<file path="src/igc_pkg.sv">
// constants for the input gain control and reset block
package igc_pkg;
  localparam int unsigned CLK_HZ = 20_000_000;
  localparam int unsigned EXT_NOM_US = 50;
  localparam int unsigned EXT_MAX_US = 100;
  // nominal extension, kept below the maximum
  localparam int unsigned EXT_CYCLES = EXT_NOM_US * (CLK_HZ / 1_000_000);
  localparam int unsigned EXT_MAX_CYCLES = EXT_MAX_US * (CLK_HZ / 1_000_000);
  localparam int unsigned EXT_W = 11;
  // timeout in slow timer ticks: waits 3 edges, so 2..3 whole periods after an arbitrary phase
  localparam logic [1:0] TIMEOUT_TICKS = 2'h3;
  localparam int unsigned GAIN_W = 6;
  localparam logic [5:0] GAIN_MAX = 6'h3F;
  // reset value 0 dB: code 16
  localparam logic [5:0] GAIN_RST = 6'h10;
  localparam logic GAIN_REG_MUTE_RST = 1'b0;
  localparam logic GAIN_REG_ZC_RST = 1'b0;
  localparam logic TIMEOUT_EN_RST = 1'b0;
  // input select reset: plus and minus mic connected, line off
  localparam logic [2:0] INSEL_RST = 3'h3;
  localparam logic [1:0] AMP_PWR_RST = 2'h0;
  localparam logic [1:0] BOOST_PWR_RST = 2'h0;
  localparam logic [1:0] ALC_EN_RST = 2'h0;
  localparam int unsigned SEL_MIC_PLUS = 0;
  localparam int unsigned SEL_MIC_MINUS = 1;
  localparam int unsigned SEL_LINE = 2;
  // register addresses on the control port
  localparam logic [6:0] ADDR_SOFT_RESET = 7'h00;
  localparam logic [6:0] ADDR_INPUT_POWER = 7'h02;
  localparam logic [6:0] ADDR_ZC_TIMEOUT = 7'h07;
  localparam logic [6:0] ADDR_LEVEL_CTRL = 7'h20;
  localparam logic [6:0] ADDR_INPUT_SELECT = 7'h2C;
  localparam logic [6:0] ADDR_LEFT_GAIN = 7'h2D;
  localparam logic [6:0] ADDR_RIGHT_GAIN = 7'h2E;
  // field positions in the 9-bit data word
  localparam int unsigned F_GAIN_LSB = 0;
  localparam int unsigned F_MUTE = 6;
  localparam int unsigned F_ZC = 7;
  localparam int unsigned F_UPDATE = 8;
  localparam int unsigned F_TIMEOUT_EN = 0;
  localparam int unsigned F_AMP_PWR_LSB = 2;
  localparam int unsigned F_BOOST_PWR_LSB = 4;
  localparam int unsigned F_ALC_EN_LSB = 7;
  localparam int unsigned F_INSEL_L_LSB = 0;
  localparam int unsigned F_INSEL_R_LSB = 4;
  localparam logic [2:0] RST_GUARD_RST = 3'h7;
  typedef enum logic [1:0] {
    IGC_ST_HOLD = 2'b00,
    IGC_ST_EXTEND = 2'b01,
    IGC_ST_RUN = 2'b10
  } igc_state_t;
endpackage : igc_pkg

</file>
<file path="src/igc_top.sv">
// input gain amplifier control with power-on and software reset
// Function
// low supply holds reset, registers default
// control accesses ignored during reset
// extend reset about 50us, max 100us
// supply drop restarts reset and extension
// no reset status bit readable
// host polls non-default write for reset end
// host issues software reset after power-on
// host keeps test bit to detect resets
// write to address 0 resets registers
// other register write ends software reset
// three selectable sources per amplifier
// gain -12dB to +35.25dB, 0.75dB steps
// path needs amp and boost power
// per-channel gain, mute, update, zero-cross
// update bit is write-only
// update zero stores pending gain
// update one applies both channels together; code skips a channel under level control
// level control adjusts gain itself
// host avoids gain writes under level control
// zero-cross enable waits for crossing
// zero-cross off applies immediately
// timeout applies after 2.5-3.5 slow ticks; code applies on the third tick edge, 2-3 ticks
// mute silences output, gain kept
module igc_top (
  input wire logic core_clk,
  input wire logic rst,
  input wire logic analog_supply_ok,
  input wire logic core_supply_ok,
  input wire logic wr_stb,
  input wire logic rd_stb,
  input wire logic [6:0] wr_addr,
  input wire logic [8:0] wr_data,
  input wire logic [6:0] rd_addr,
  output logic [8:0] rd_data,
  input wire logic [1:0] zero_cross,
  input wire logic slow_tick,
  input wire logic [1:0] alc_gain_vld,
  input wire logic [5:0] alc_gain_l,
  input wire logic [5:0] alc_gain_r,
  output logic [5:0] gain_l_out,
  output logic [5:0] gain_r_out,
  output logic [1:0] amp_mute,
  output logic [2:0] sel_l,
  output logic [2:0] sel_r,
  output logic [1:0] path_pass,
  output logic [1:0] alc_enable
);
  logic [1:0] a_sync_ff, c_sync_ff, zc0_ff, zc1_ff;
  logic [1:0] tk_sync_ff;
  logic tk_prev_ff;
  igc_pkg::igc_state_t state_ff, nxt_state;
  logic [10:0] ext_cnt_ff;
  logic int_rst;
  logic soft_rst_ff;
  logic reg_rst;
  logic wr_ok;
  logic [5:0] stored_ff [2];
  logic [5:0] active_ff [2];
  logic [1:0] pend_ff, trig_ff, mute_ff, zc_en_ff;
  logic timeout_en_ff;
  logic [1:0] amp_pwr_ff, boost_pwr_ff, alc_en_ff;
  logic [2:0] insel_ff [2];
  logic [1:0] tmo_cnt_ff [2];
  logic [1:0] wr_gain, wr_upd, apply;
  logic tick_rise;

  // two-flop sync of pins
  always_ff @(posedge core_clk) begin
    a_sync_ff <= {a_sync_ff[0], analog_supply_ok};
    c_sync_ff <= {c_sync_ff[0], core_supply_ok};
    tk_sync_ff <= {tk_sync_ff[0], slow_tick};
    zc0_ff <= {zc0_ff[0], zero_cross[0]};
    zc1_ff <= {zc1_ff[0], zero_cross[1]};
  end

  always_ff @(posedge core_clk) begin
    if (rst) begin
      tk_prev_ff <= 1'b0;
    end else begin
      tk_prev_ff <= tk_sync_ff[1];
    end
  end
  assign tick_rise = tk_sync_ff[1] & ~tk_prev_ff;

  always_comb begin
    nxt_state = state_ff;
    unique case (state_ff)
      igc_pkg::IGC_ST_HOLD: if (a_sync_ff[1] && c_sync_ff[1]) nxt_state = igc_pkg::IGC_ST_EXTEND;
      igc_pkg::IGC_ST_EXTEND: if (ext_cnt_ff == 11'(igc_pkg::EXT_CYCLES - 1)) nxt_state = igc_pkg::IGC_ST_RUN;
      igc_pkg::IGC_ST_RUN: nxt_state = igc_pkg::IGC_ST_RUN;
      default: nxt_state = igc_pkg::IGC_ST_HOLD;
    endcase
    // drop restarts reset
    if (!(a_sync_ff[1] && c_sync_ff[1])) nxt_state = igc_pkg::IGC_ST_HOLD;
  end

  // extension timer count
  always_ff @(posedge core_clk) begin
    if (rst) begin
      state_ff <= igc_pkg::IGC_ST_HOLD;
      ext_cnt_ff <= '0;
    end else begin
      state_ff <= nxt_state;
      ext_cnt_ff <= (state_ff == igc_pkg::IGC_ST_EXTEND && nxt_state == igc_pkg::IGC_ST_EXTEND) ?
        ext_cnt_ff + 11'h001 : 11'h000;
    end
  end

  // internal reset from supplies
  assign int_rst = rst | (state_ff != igc_pkg::IGC_ST_RUN);
  // gate accesses during reset
  assign wr_ok = wr_stb & ~int_rst;

  // address 0 write starts reset
  always_ff @(posedge core_clk) begin
    if (int_rst) begin
      soft_rst_ff <= 1'b0;
    end else if (wr_ok) begin
      // other write ends reset
      soft_rst_ff <= (wr_addr == igc_pkg::ADDR_SOFT_RESET);
    end
  end
  // defaults held until other write
  assign reg_rst = int_rst | (wr_ok & (wr_addr == igc_pkg::ADDR_SOFT_RESET)) | (soft_rst_ff & ~wr_ok);

  assign wr_gain[0] = wr_ok & (wr_addr == igc_pkg::ADDR_LEFT_GAIN);
  assign wr_gain[1] = wr_ok & (wr_addr == igc_pkg::ADDR_RIGHT_GAIN);
  assign wr_upd = wr_gain & {2{wr_data[igc_pkg::F_UPDATE]}};

  // control registers
  always_ff @(posedge core_clk) begin
    if (reg_rst) begin
      timeout_en_ff <= igc_pkg::TIMEOUT_EN_RST;
      amp_pwr_ff <= igc_pkg::AMP_PWR_RST;
      boost_pwr_ff <= igc_pkg::BOOST_PWR_RST;
      alc_en_ff <= igc_pkg::ALC_EN_RST;
      insel_ff[0] <= igc_pkg::INSEL_RST;
      insel_ff[1] <= igc_pkg::INSEL_RST;
    end else if (wr_ok) begin
      if (wr_addr == igc_pkg::ADDR_ZC_TIMEOUT) timeout_en_ff <= wr_data[igc_pkg::F_TIMEOUT_EN];
      if (wr_addr == igc_pkg::ADDR_INPUT_POWER) begin
        amp_pwr_ff <= wr_data[igc_pkg::F_AMP_PWR_LSB +: 2];
        boost_pwr_ff <= wr_data[igc_pkg::F_BOOST_PWR_LSB +: 2];
      end
      if (wr_addr == igc_pkg::ADDR_LEVEL_CTRL) alc_en_ff <= wr_data[igc_pkg::F_ALC_EN_LSB +: 2];
      if (wr_addr == igc_pkg::ADDR_INPUT_SELECT) begin
        insel_ff[0] <= wr_data[igc_pkg::F_INSEL_L_LSB +: 3];
        insel_ff[1] <= wr_data[igc_pkg::F_INSEL_R_LSB +: 3];
      end
    end
  end

  // per-channel gain logic
  for (genvar ch = 0; ch < 2; ch++) begin : g_ch
    logic zc_seen;
    assign zc_seen = (ch == 0) ? zc0_ff[1] : zc1_ff[1];
    // release of a deferred change
    assign apply[ch] = trig_ff[ch] & (~zc_en_ff[ch] | zc_seen |
      (timeout_en_ff & tick_rise & (tmo_cnt_ff[ch] == igc_pkg::TIMEOUT_TICKS - 2'h1)));

    // register fields and pending gain
    always_ff @(posedge core_clk) begin
      if (reg_rst) begin
        stored_ff[ch] <= igc_pkg::GAIN_RST;
        mute_ff[ch] <= igc_pkg::GAIN_REG_MUTE_RST;
        zc_en_ff[ch] <= igc_pkg::GAIN_REG_ZC_RST;
        pend_ff[ch] <= 1'b0;
      end else if (wr_gain[ch] && !alc_en_ff[ch]) begin
        stored_ff[ch] <= wr_data[igc_pkg::F_GAIN_LSB +: igc_pkg::GAIN_W];
        mute_ff[ch] <= wr_data[igc_pkg::F_MUTE];
        zc_en_ff[ch] <= wr_data[igc_pkg::F_ZC];
        pend_ff[ch] <= ~wr_data[igc_pkg::F_UPDATE];
      end else if (wr_gain[ch]) begin
        mute_ff[ch] <= wr_data[igc_pkg::F_MUTE];
        zc_en_ff[ch] <= wr_data[igc_pkg::F_ZC];
      end else if (|wr_upd) begin
        pend_ff[ch] <= 1'b0;
      end
    end

    // update triggers each channel not under level control
    always_ff @(posedge core_clk) begin
      if (reg_rst) begin
        trig_ff[ch] <= 1'b0;
        tmo_cnt_ff[ch] <= 2'h0;
      end else if ((|wr_upd) && !alc_en_ff[ch]) begin
        trig_ff[ch] <= 1'b1;
        tmo_cnt_ff[ch] <= 2'h0;
      end else if (apply[ch]) begin
        trig_ff[ch] <= 1'b0;
        tmo_cnt_ff[ch] <= 2'h0;
      end else if (trig_ff[ch] && tick_rise) begin
        tmo_cnt_ff[ch] <= tmo_cnt_ff[ch] + 2'h1;
      end
    end

    // level control drives active gain
    always_ff @(posedge core_clk) begin
      if (reg_rst) begin
        active_ff[ch] <= igc_pkg::GAIN_RST;
      end else if (alc_en_ff[ch] && alc_gain_vld[ch]) begin
        active_ff[ch] <= (ch == 0) ? alc_gain_l : alc_gain_r;
      end else if (apply[ch]) begin
        active_ff[ch] <= stored_ff[ch];
      end
    end

    // path power gate
    assign path_pass[ch] = amp_pwr_ff[ch] & boost_pwr_ff[ch] & ~mute_ff[ch];
  end

  // gain code range 0.75dB steps
  assign gain_l_out = active_ff[0];
  assign gain_r_out = active_ff[1];
  // mute independent of gain
  assign amp_mute = mute_ff;
  // source select outputs
  assign sel_l = insel_ff[0];
  assign sel_r = insel_ff[1];
  assign alc_enable = alc_en_ff;

  // readback; update bit reads zero, no reset status
  always_ff @(posedge core_clk) begin
    if (rst) begin
      rd_data <= 9'h000;
    end else if (rd_stb && !int_rst) begin
      unique case (rd_addr)
        igc_pkg::ADDR_LEFT_GAIN: rd_data <= {1'b0, zc_en_ff[0], mute_ff[0], stored_ff[0]};
        igc_pkg::ADDR_RIGHT_GAIN: rd_data <= {1'b0, zc_en_ff[1], mute_ff[1], stored_ff[1]};
        igc_pkg::ADDR_ZC_TIMEOUT: rd_data <= {8'h00, timeout_en_ff};
        igc_pkg::ADDR_INPUT_POWER: rd_data <= {3'h0, boost_pwr_ff, amp_pwr_ff, 2'h0};
        igc_pkg::ADDR_LEVEL_CTRL: rd_data <= {alc_en_ff, 7'h00};
        igc_pkg::ADDR_INPUT_SELECT: rd_data <= {2'h0, insel_ff[1], 1'b0, insel_ff[0]};
        default: rd_data <= 9'h000;
      endcase
    end
  end
endmodule // igc_top

</file>
<file path="config.mk">
export PLATFORM = sky130hd
export DESIGN_NAME = igc_top
export DESIGN_NICKNAME = d
export VERILOG_FILES = /design/src/igc_pkg.sv /design/src/igc_top.sv
export SDC_FILE = /design/constraint.sdc
export NUM_CORES = 1
export LEC_CHECK = 0
export ABC_CLOCK_PERIOD_IN_PS = 4000
export BUFFER_PORTS_ARGS = -buffer_cell sky130_fd_sc_hd__buf_2
export CORE_AREA = 2 2 89 91
export CTS_CLUSTER_DIAMETER = 30
export DETAILED_ROUTE_END_ITERATION = 7
export DIE_AREA = 0 0 91 93
export PLACE_DENSITY = 0.72
export REMOVE_ABC_BUFFERS = 1
export SETUP_SLACK_MARGIN = 0.05
export SYNTH_ARGS = -nofsm -noshare
export SYNTH_HDL_FRONTEND = slang
export SYNTH_SLANG_ARGS = --single-unit
</file>
<file path="constraint.sdc">
create_clock -name core_clk -period 4 [get_ports core_clk]
set_input_delay 0.4 -clock core_clk [delete_from_list [all_inputs] [get_ports core_clk]]
set_output_delay 0.4 -clock core_clk [all_outputs]
set_load 0.005 [all_outputs]
</file>
# --- Word level (Yosys, flattened, before mapping) ---
# Memory sizes are Yosys's and may differ from the RTL's.
# Cells that the tools add are included.
totals:
  register_bits: 47
  mem_bits_rw: 34
  input_bits: 46
  output_inout_bits: 33
  wordCells: 194
  memories: 4
classes:
  add_sub_neg: 3
  n_eq_ne: 19
  muxes: 78
  bitwise_logic: 45
  reduce_logical: 25
mem_list:
  columns: ["name", "depth", "word_bits", "rd", "rd_ports_with_merged_regs", "wr", "line_no", "source"]
  rows:
  - ["active_ff", 2, 6, 2, 0, 2, "igc_top.sv:60", "logic [5:0] active_ff [2];"]
  - ["stored_ff", 2, 6, 2, 0, 2, "igc_top.sv:59", "logic [5:0] stored_ff [2];"]
  - ["insel_ff", 2, 3, 2, 0, 2, "igc_top.sv:64", "logic [2:0] insel_ff [2];"]
  - ["tmo_cnt_ff", 2, 2, 2, 0, 2, "igc_top.sv:65", "logic [1:0] tmo_cnt_ff [2];"]
op_table:
  columns: ["cell", "count"]
  rows:
  - ["$mux 1", 60]
  - ["$eq 7x6->1 const B", 8]
  - ["$pmux 9 s6", 1]
  - ["$mux 6", 6]
  - ["$or 1x1->1", 21]
  - ["$mux 2", 8]
  - ["$and 1x1->1", 15]
  - ["$eq 7x2->1 const B", 2]
  - ["$eq 7x3->1 const B", 2]
  - ["$add 11x1->11 const B", 1]
  - ["$eq 11x10->1 const B", 1]
  - ["$logic_and 1x1->1", 11]
  - ["$not 1->1", 8]
  - ["$reduce_bool 2->1", 4]
  - ["$logic_not 7->1", 1]
  - ["$eq 2x2->1 const B", 3]
  - ["$mux 3", 2]
  - ["$pmux 2 s3", 1]
  - ["$reduce_and 2->1", 3]
  - ["$add 2x1->2 const B", 2]
  - ["$eq 2x1->1 const B", 2]
  - ["$reduce_or 2->1", 2]
  - ["$logic_not 1->1", 3]
  - ["$and 2x2->2", 1]
  - ["2 further kinds", 2]

# --- Depth between registers and ports, before layout ---
# Gate-level depths: netlist (run 1).
depth:
  word_depth: 14
  ltp_mapped: 6
  ltp_nobuf: 6

# --- Least setup slack after synthesis (run 1) ---
# Ideal clock, no wire load.
synth_path:
  path_type: "input port to flip-flop"
  from: "input port rst"
  to: "memory active_ff[0][0], enable pin"
  setup_ps: 306
  arrival_time_ps: 1552
  required_ps: 3694
  path_slack_ps: 2142
  cell_stages: 5
  path_buffers: 2
  path_cell_list: "buf_6 or3b_1 a311oi_2 buf_6 nand3_1"
synth_rtl:
  columns: ["item", "line_no", "source"]
  rows:
  - ["start: declaration", "igc_top.sv:28", "input wire logic rst,"]
  - ["end: declaration", "igc_top.sv:60", null]

==> summary.txt, run 1 <==
Pwr
  • Clock share of power: 0.379
  • Cell internal pwr: 0.00117 W
  • Flop pwr share: 0.578
  • Leakage: 1.63 nW
  • Net Sw Frac: 0.218
  • Power Dens Cells: 348 nW/µm²
  • Combinational cell fraction of total power: 0.043
  • Peak VDD IR: 0.281 mV
  • Net Switching: 0.000324 W

Layout
  • Most frequent cells in the layout: 78 x buf_2, 47 x dfxtp_1, 45 x nor2_1
  • Fin util: 0.569
  • Total Nets Final: between 400 and 500
  • Area growth syn-to-layout: 18.0%
  • Finished Layout Cells: 529
  • Most common cell after layout, fill and taps aside: buf_2
  • Fill cell total of the finished layout: 682
  • N_diodes: 0
  • Layout cell share with drive strength beyond 1: 0.255

Worst setup path
  • Slowest cell delay on critical path: 0.80 ns
  • Crit-path leading delay family: simple AND/OR/NAND/NOR gates
  • Req. time, crit path: 3.99 ns
  • Slowest CP cell: a311oi_2
  • Worst r2r dst: active_ff[0][1]
  • Levels on crit path: 3
  • Crit Path Max Fanout: 13
  • Worst reg2reg setup slack: 1.56 ns
  • WS Path Type: reg -> reg
  • Worst Setup End Kind: flop
  • Worst EP arrival: 2.43 ns
  • Cells along the critical path: or3b_1 > a311oi_2 > nand3_1
  • Setup crit end: active_ff[0][1]
  • CP Buf/Inv Count: 0
  • Critical Path Start Type: flop
  • FF-to-FF Start: state_ff[1]
  • Crit path launch: state_ff[1]
  • Reg2reg path depth: 3

STA
  • Setup TNS: 0 ns
  • Fin. Hold Viols: 0
  • Slew Viols, Final: 0
  • Worst Max-Slew Pin Slew: ~0.9 ns
  • Slew HR: 0.393
  • Peak Freq: 0.410 GHz
  • Final setup viols: 0
  • Period utilisation layout: 0.610
  • Unrepaired setup endpoints after global routing: no
  • Clock Skew: ~0.0095 ns
  • Hold_ws: 0.156 ns
  • Tmin final: 2.44 ns

Hold path
  • Hold crit path type: in -> reg

Synthesis
  • Fraction of registers with async set or reset after synthesis: 0
  • Top cells by area, synth: edfxtp_1 28%, dfxtp_1 26%, mux2i_1 4.7%, nor2_1 4.7%, a22oi_1 2.9%
  • Synthesized cell area: around 3600 µm²
  • Largest family of logic cells by synthesized area: simple AND/OR/NAND/NOR gates
  • Post-synth top area share: 0.281
  • Post-synth EDFFs: 34
  • Most common flop cell mapped by yosys: dfxtp_1
  • Synthesized area per cell: 10.6 µm²
  • Synth Area in Compound Gates: 0.100
  • Synthesized instance count: 343
  • Post-synthesis mux area share: 0.0469
  • #FFs+latches synth: a little over 80
  • Synth Area in Simple Gates: 0.257
  • Yosys cell types: 51
  • Warnings from Yosys: 0
  • Post-Synth Adder-Cell Area: 0.0103
  • Post-Synth XOR/XNOR Area: 0.0265
  • Yosys top cell by area: edfxtp_1
  • Sequential area share after synthesis: 0.540

Clock network
  • Clk sinks: 81
  • CTS tree: built
  • CTS buffer count: 9
  • Root Buffer: clkbuf_8
  • Worst-skew pair later-pin latency: around 0.35 ns
  • # Post-CTS Setup Buffers: 0
  • # hold bufs at CTS: 0
  • CTS max path bufs: 2
  • H-tree levels: 3
  • Post-CTS sizing: 0
  • Clock-pin slew on the worst setup and hold paths: ~0.080 ns

Floorplan
  • Initial core utilization: 0.482
  • Rows: 32
  • Die W: just over 90 µm
  • Die Ht: 93 µm
  • Core Region: 7530 µm²
  • Die area: 8460 µm²
  • # IOs: between 70 and 80

Status
  • Status: finished, final reports clean

Global route
  • Largest net degree at the start of global routing: 22
  • First-pass GRT wire length: 13,600 µm
  • Total track usage: 0.206
  • GRT overflow: 0
  • Initial antenna violation count: 0
  • Vias in the first global route: 2,777

Route
  • WL per Instance: 15.6 µm
  • Number of DRC markers in iteration 0: 127
  • Post-route ant nets: 0
  • Final WL: 8240 µm
  • Drt drc: 0
  • Drt first pass iters: 4
  • Via density: 5.35
  • Routed vias: roughly 2,800

Placed design
  • Global placement routability congestion: 0.818
  • I/O Buffers: 78
  • Placed Cells: 513
  • Detailed placement HPWL: between 6000 and 7000 µm

Job
  • Max_cap viols: 0
==> sequential cells by signal (all words and copies together) (netlist names), 4 cells and up <==
signal      count
stored_ff      12
tmo_cnt_ff      4
active_ff      12
ext_cnt_ff     11
insel_ff        6
rd_data         9
==> routing by layer <==
metal	vias up	routed length, µm	track usage
met5	-	0	0
met4	0	201	0.0770
met3	13	473	0.0540
met2	93	3900	0.337
met1	1318	3670	0.265
li1	1408	-	-
==> logic make-up (layout without fill, tap and decap cells) <==
kind of cell    count (synthesis)  after routing
flops                          81             81
xor+xnor                       11             11
simple gates                  166            166
mux                            17             17
buf+inv                        14             98
compound gates                 51             51
fa+ha+maj                       3              3
==> Yosys cell counts (all sizes together) (3+ instances only) <==
cell type and n:
nor3b 5, or2 4, nand3b 6, edfxtp 34
ha 3, buf 6, mux2i 17, dfxtp 47
nor4 4, inv 4, o21ai 13, nor2b 7
nor2 49, and2 14, o22a 4, nand2 23
nand4 5, nand3 13, xor2 6, clkbuf 4
a21oi 5, o2bb2ai 4, nand4b 3, a22oi 14
xnor2 5, o21a 3, and4b 3, nand2b 5
nor3 12
==> worst min-delay path by stage <==
stage                     cells past startpoint     startpoint            end  slack, ns
after global routing                          1      slow_tick  tk_sync_ff[0]       0.13
final                                         1  zero_cross[1]      zc1_ff[0]       0.16
after detailed placement                      0  tk_sync_ff[0]  tk_sync_ff[1]       0.31
after global placement                        0   a_sync_ff[0]   a_sync_ff[1]       0.31
after CTS                                     1  zero_cross[0]      zc0_ff[0]       0.14
after floorplan                               0   a_sync_ff[0]   a_sync_ff[1]       0.31
==> stage by stage <==
| stage | power (W) | area, µm² | worst slack (ns) |
|---|---|---|---|
| floorplan | 0.000901 | 3580 | 2.04 |
| global placement | 0.000943 | 4100 | 1.43 |
| detailed placement | 0.000945 | 4100 | 1.39 |
| CTS | 0.00150 | 4290 | 1.54 |
| global route | 0.00154 | 4290 | 1.40 |
| finish | 0.00149 | 4290 | 1.56 |
==> cell type report <==
type / count / area [µm²] / share of cell area
clock buffer: 12 / 166 / 0.0388
clock inverter: 4 / 23.8 / 0.00555
inverter: 4 / 15.0 / 0.00350
multi-input combinational: 248 / 1600 / 0.373
sequential: 81 / 1960 / 0.458
tap: 102 / 128 / 0.0298
timing repair buffer: 78 / 390 / 0.0911
==> power by group through the flow <==
stage               clock network, W  registers (W)  logic [W]
finish                      0.000564       0.000862  0.0000644
global route                0.000612       0.000863  0.0000708
CTS                         0.000576       0.000862  0.0000637
detailed placement                 0       0.000881  0.0000635
global placement                   0       0.000881  0.0000624
floorplan                          0       0.000880  0.0000215
Power figures use the tool's default switching activity.
==> run 2: changes to the inputs <==
Settings changed: ABC_CLOCK_PERIOD_IN_PS 4000 to 2400.
Clock period 4 ns to 2.4 ns, I/O delays scaled along.
==> summary.txt, run 2 (synthesized netlist as in run 1, its figures left out) <==
Floorplan
  • Die area: 8460 µm² (unchanged)
  • Core Region: 7530 µm² (unchanged)
  • Initial core utilization: 0.482 (unchanged)
  • # IOs: 79 (unchanged)
  • Die W: 91 µm (unchanged)
  • Die Ht: 93 µm (unchanged)
  • Rows: 32 (unchanged)

Status
  • Status: finished, final reports clean

Global route
  • Initial antenna violation count: 0 (unchanged)
  • GRT overflow: 0 (unchanged)
  • Total track usage: 0.205 (-0.000972)
  • Vias in the first global route: 2,778 (+0.036%)
  • Largest net degree at the start of global routing: 22 (unchanged)
  • First-pass GRT wire length: 13,500 µm (-0.96%)

Clock network
  • CTS tree: built
  • Post-CTS sizing: 0 (unchanged)
  • Worst-skew pair later-pin latency: 0.35 ns (about the same)
  • Clk sinks: 81 (unchanged)
  • Root Buffer: clkbuf_8
  • CTS max path bufs: 2 (unchanged)
  • Clock-pin slew on the worst setup and hold paths: 0.08 ns (about the same)
  • # Post-CTS Setup Buffers: 0 (unchanged)
  • CTS buffer count: 9 (unchanged)
  • # hold bufs at CTS: 5 (+5)
  • H-tree levels: 3 (unchanged)

Worst setup path
  • WS Path Type: reg -> reg
  • Worst r2r dst: stored_ff[1][4]
  • Worst Setup End Kind: flop
  • Worst EP arrival: 2.00 ns (-0.43 ns)
  • Worst reg2reg setup slack: 0.47 ns (-1.09 ns)
  • Critical Path Start Type: flop
  • FF-to-FF Start: state_ff[1]
  • Req. time, crit path: 2.47 ns (-1.52 ns)
  • Crit Path Max Fanout: 13 (unchanged)
  • Reg2reg path depth: 4 (+1)

Hold path
  • Hold Path Origin: wr_data[6]
  • Hold crit path type: in -> reg
  • Hold endpoint: amp_mute[0]
  • Hold path cells: 3 (+2)

Route
  • Post-route ant nets: 0 (unchanged)
  • WL per Instance: 15.4 µm (-1.2%)
  • Routed vias: 2,935 (+3.6%)
  • Drt first pass iters: 5 (+1)
  • Drt drc: 0 (unchanged)
  • Number of DRC markers in iteration 0: 174 (+37%)
  • Final WL: 8280 µm (+0.45%)
  • Via density: 5.46 (+1.9%)

Layout
  • Largest registers: active_ff (12), stored_ff (12), ext_cnt_ff (11)
  • Area growth syn-to-layout: 20.9%
  • Most frequent cells in the layout: 78 x buf_2, 47 x dfxtp_1, 45 x nor2_1
  • Total Nets Final: 480 (+1.9%)
  • Layout cell share with drive strength beyond 1: 0.257 (+0.00161)
  • N_diodes: 0 (unchanged)
  • Most common cell after layout, fill and taps aside: buf_2
  • Fin util: 0.583 (+0.0140)

STA
  • Period utilisation layout: 0.803 (+0.193)
  • Tmin final: 1.93 ns (-0.511 ns)
  • Slew Viols, Final: 0 (unchanged)
  • Peak Freq: 0.519 GHz (+27%)
  • Clock Skew: 0.0149 ns (+0.00539 ns)
  • Final setup viols: 0 (unchanged)
  • Fin. Hold Viols: 0 (unchanged)
  • Setup TNS: 0 ns (unchanged)
  • Slew HR: 0.524 (+0.132)
  • Worst Max-Slew Pin Slew: 0.704 ns (-0.207 ns)
  • Unrepaired setup endpoints after global routing: no

Pwr
  • Total power: 0.00259 W (+74%)
  • Peak VDD IR: 0.414 mV (+47%)
  • Leakage: 1.69 nW (+3.3%)
  • Power Dens Cells: 591 nW/µm² (+70%)

Placed design
  • I/O Buffers: 78 (unchanged)
  • Global placement routability congestion: 0.840 (+2.7%)
  • Detailed placement HPWL: 6460 µm (+0.89%)

Job
  • Max_cap viols: 0 (unchanged)
==> run 2: metrics by stage <==
step	setup slack [ns]	area, µm²	cells	hold slack [ns]
final	0.473	4390	538	0.169
after global routing	0.369	4390	538	0.178
after CTS	0.471	4390	538	0.156
after detailed placement	0.496	4130	517	0.312
after global placement	0.527	4130	517	0.312
after floorplan	0.444	3580	333	0.268
==> run 2: per-layer routing <==
metal	part of all wire	vias up	track usage
met2	0.49	91	0.340
met4	0.013	0	0.0606
met5	0	-	0
met3	0.064	12	0.0620
li1	-	1431	-
met1	0.43	1401	0.262
==> run 2: critical path, stage by stage, from the launching register on <==
cell and delay [ns]:
dfxtp_1 0.44, or3b_1 0.41, a311oi_2 0.24, buf_4 0.23, or2b_1 0.34
==> run 2: worst max path at each step <==
stage	start	endpoint
after floorplan	state_ff[1]	active_ff[0][0]
after global placement	rst	stored_ff[0][2]
after detailed placement	state_ff[1]	stored_ff[1][5]
after CTS	state_ff[1]	stored_ff[1][2]
after global routing	state_ff[1]	stored_ff[0][5]
final	state_ff[1]	stored_ff[1][4]
==> run 2: area by class of cell <==
class / count / area, µm²
multi-input cells: 248 / 1600
clock buffers: 12 / 166
well taps: 102 / 128
inverters: 4 / 15.0
repair buffers: 87 / 470
fillers: 678 / 3140
flip-flops and latches: 81 / 1960
clock inverters: 4 / 48.8
==> run 2: where the power goes <==
group / switching [W] / internal (W)
combinational: 0.0000622 / 0.0000520
sequential: 0.00000481 / 0.00143
clock: 0.000471 / 0.000572
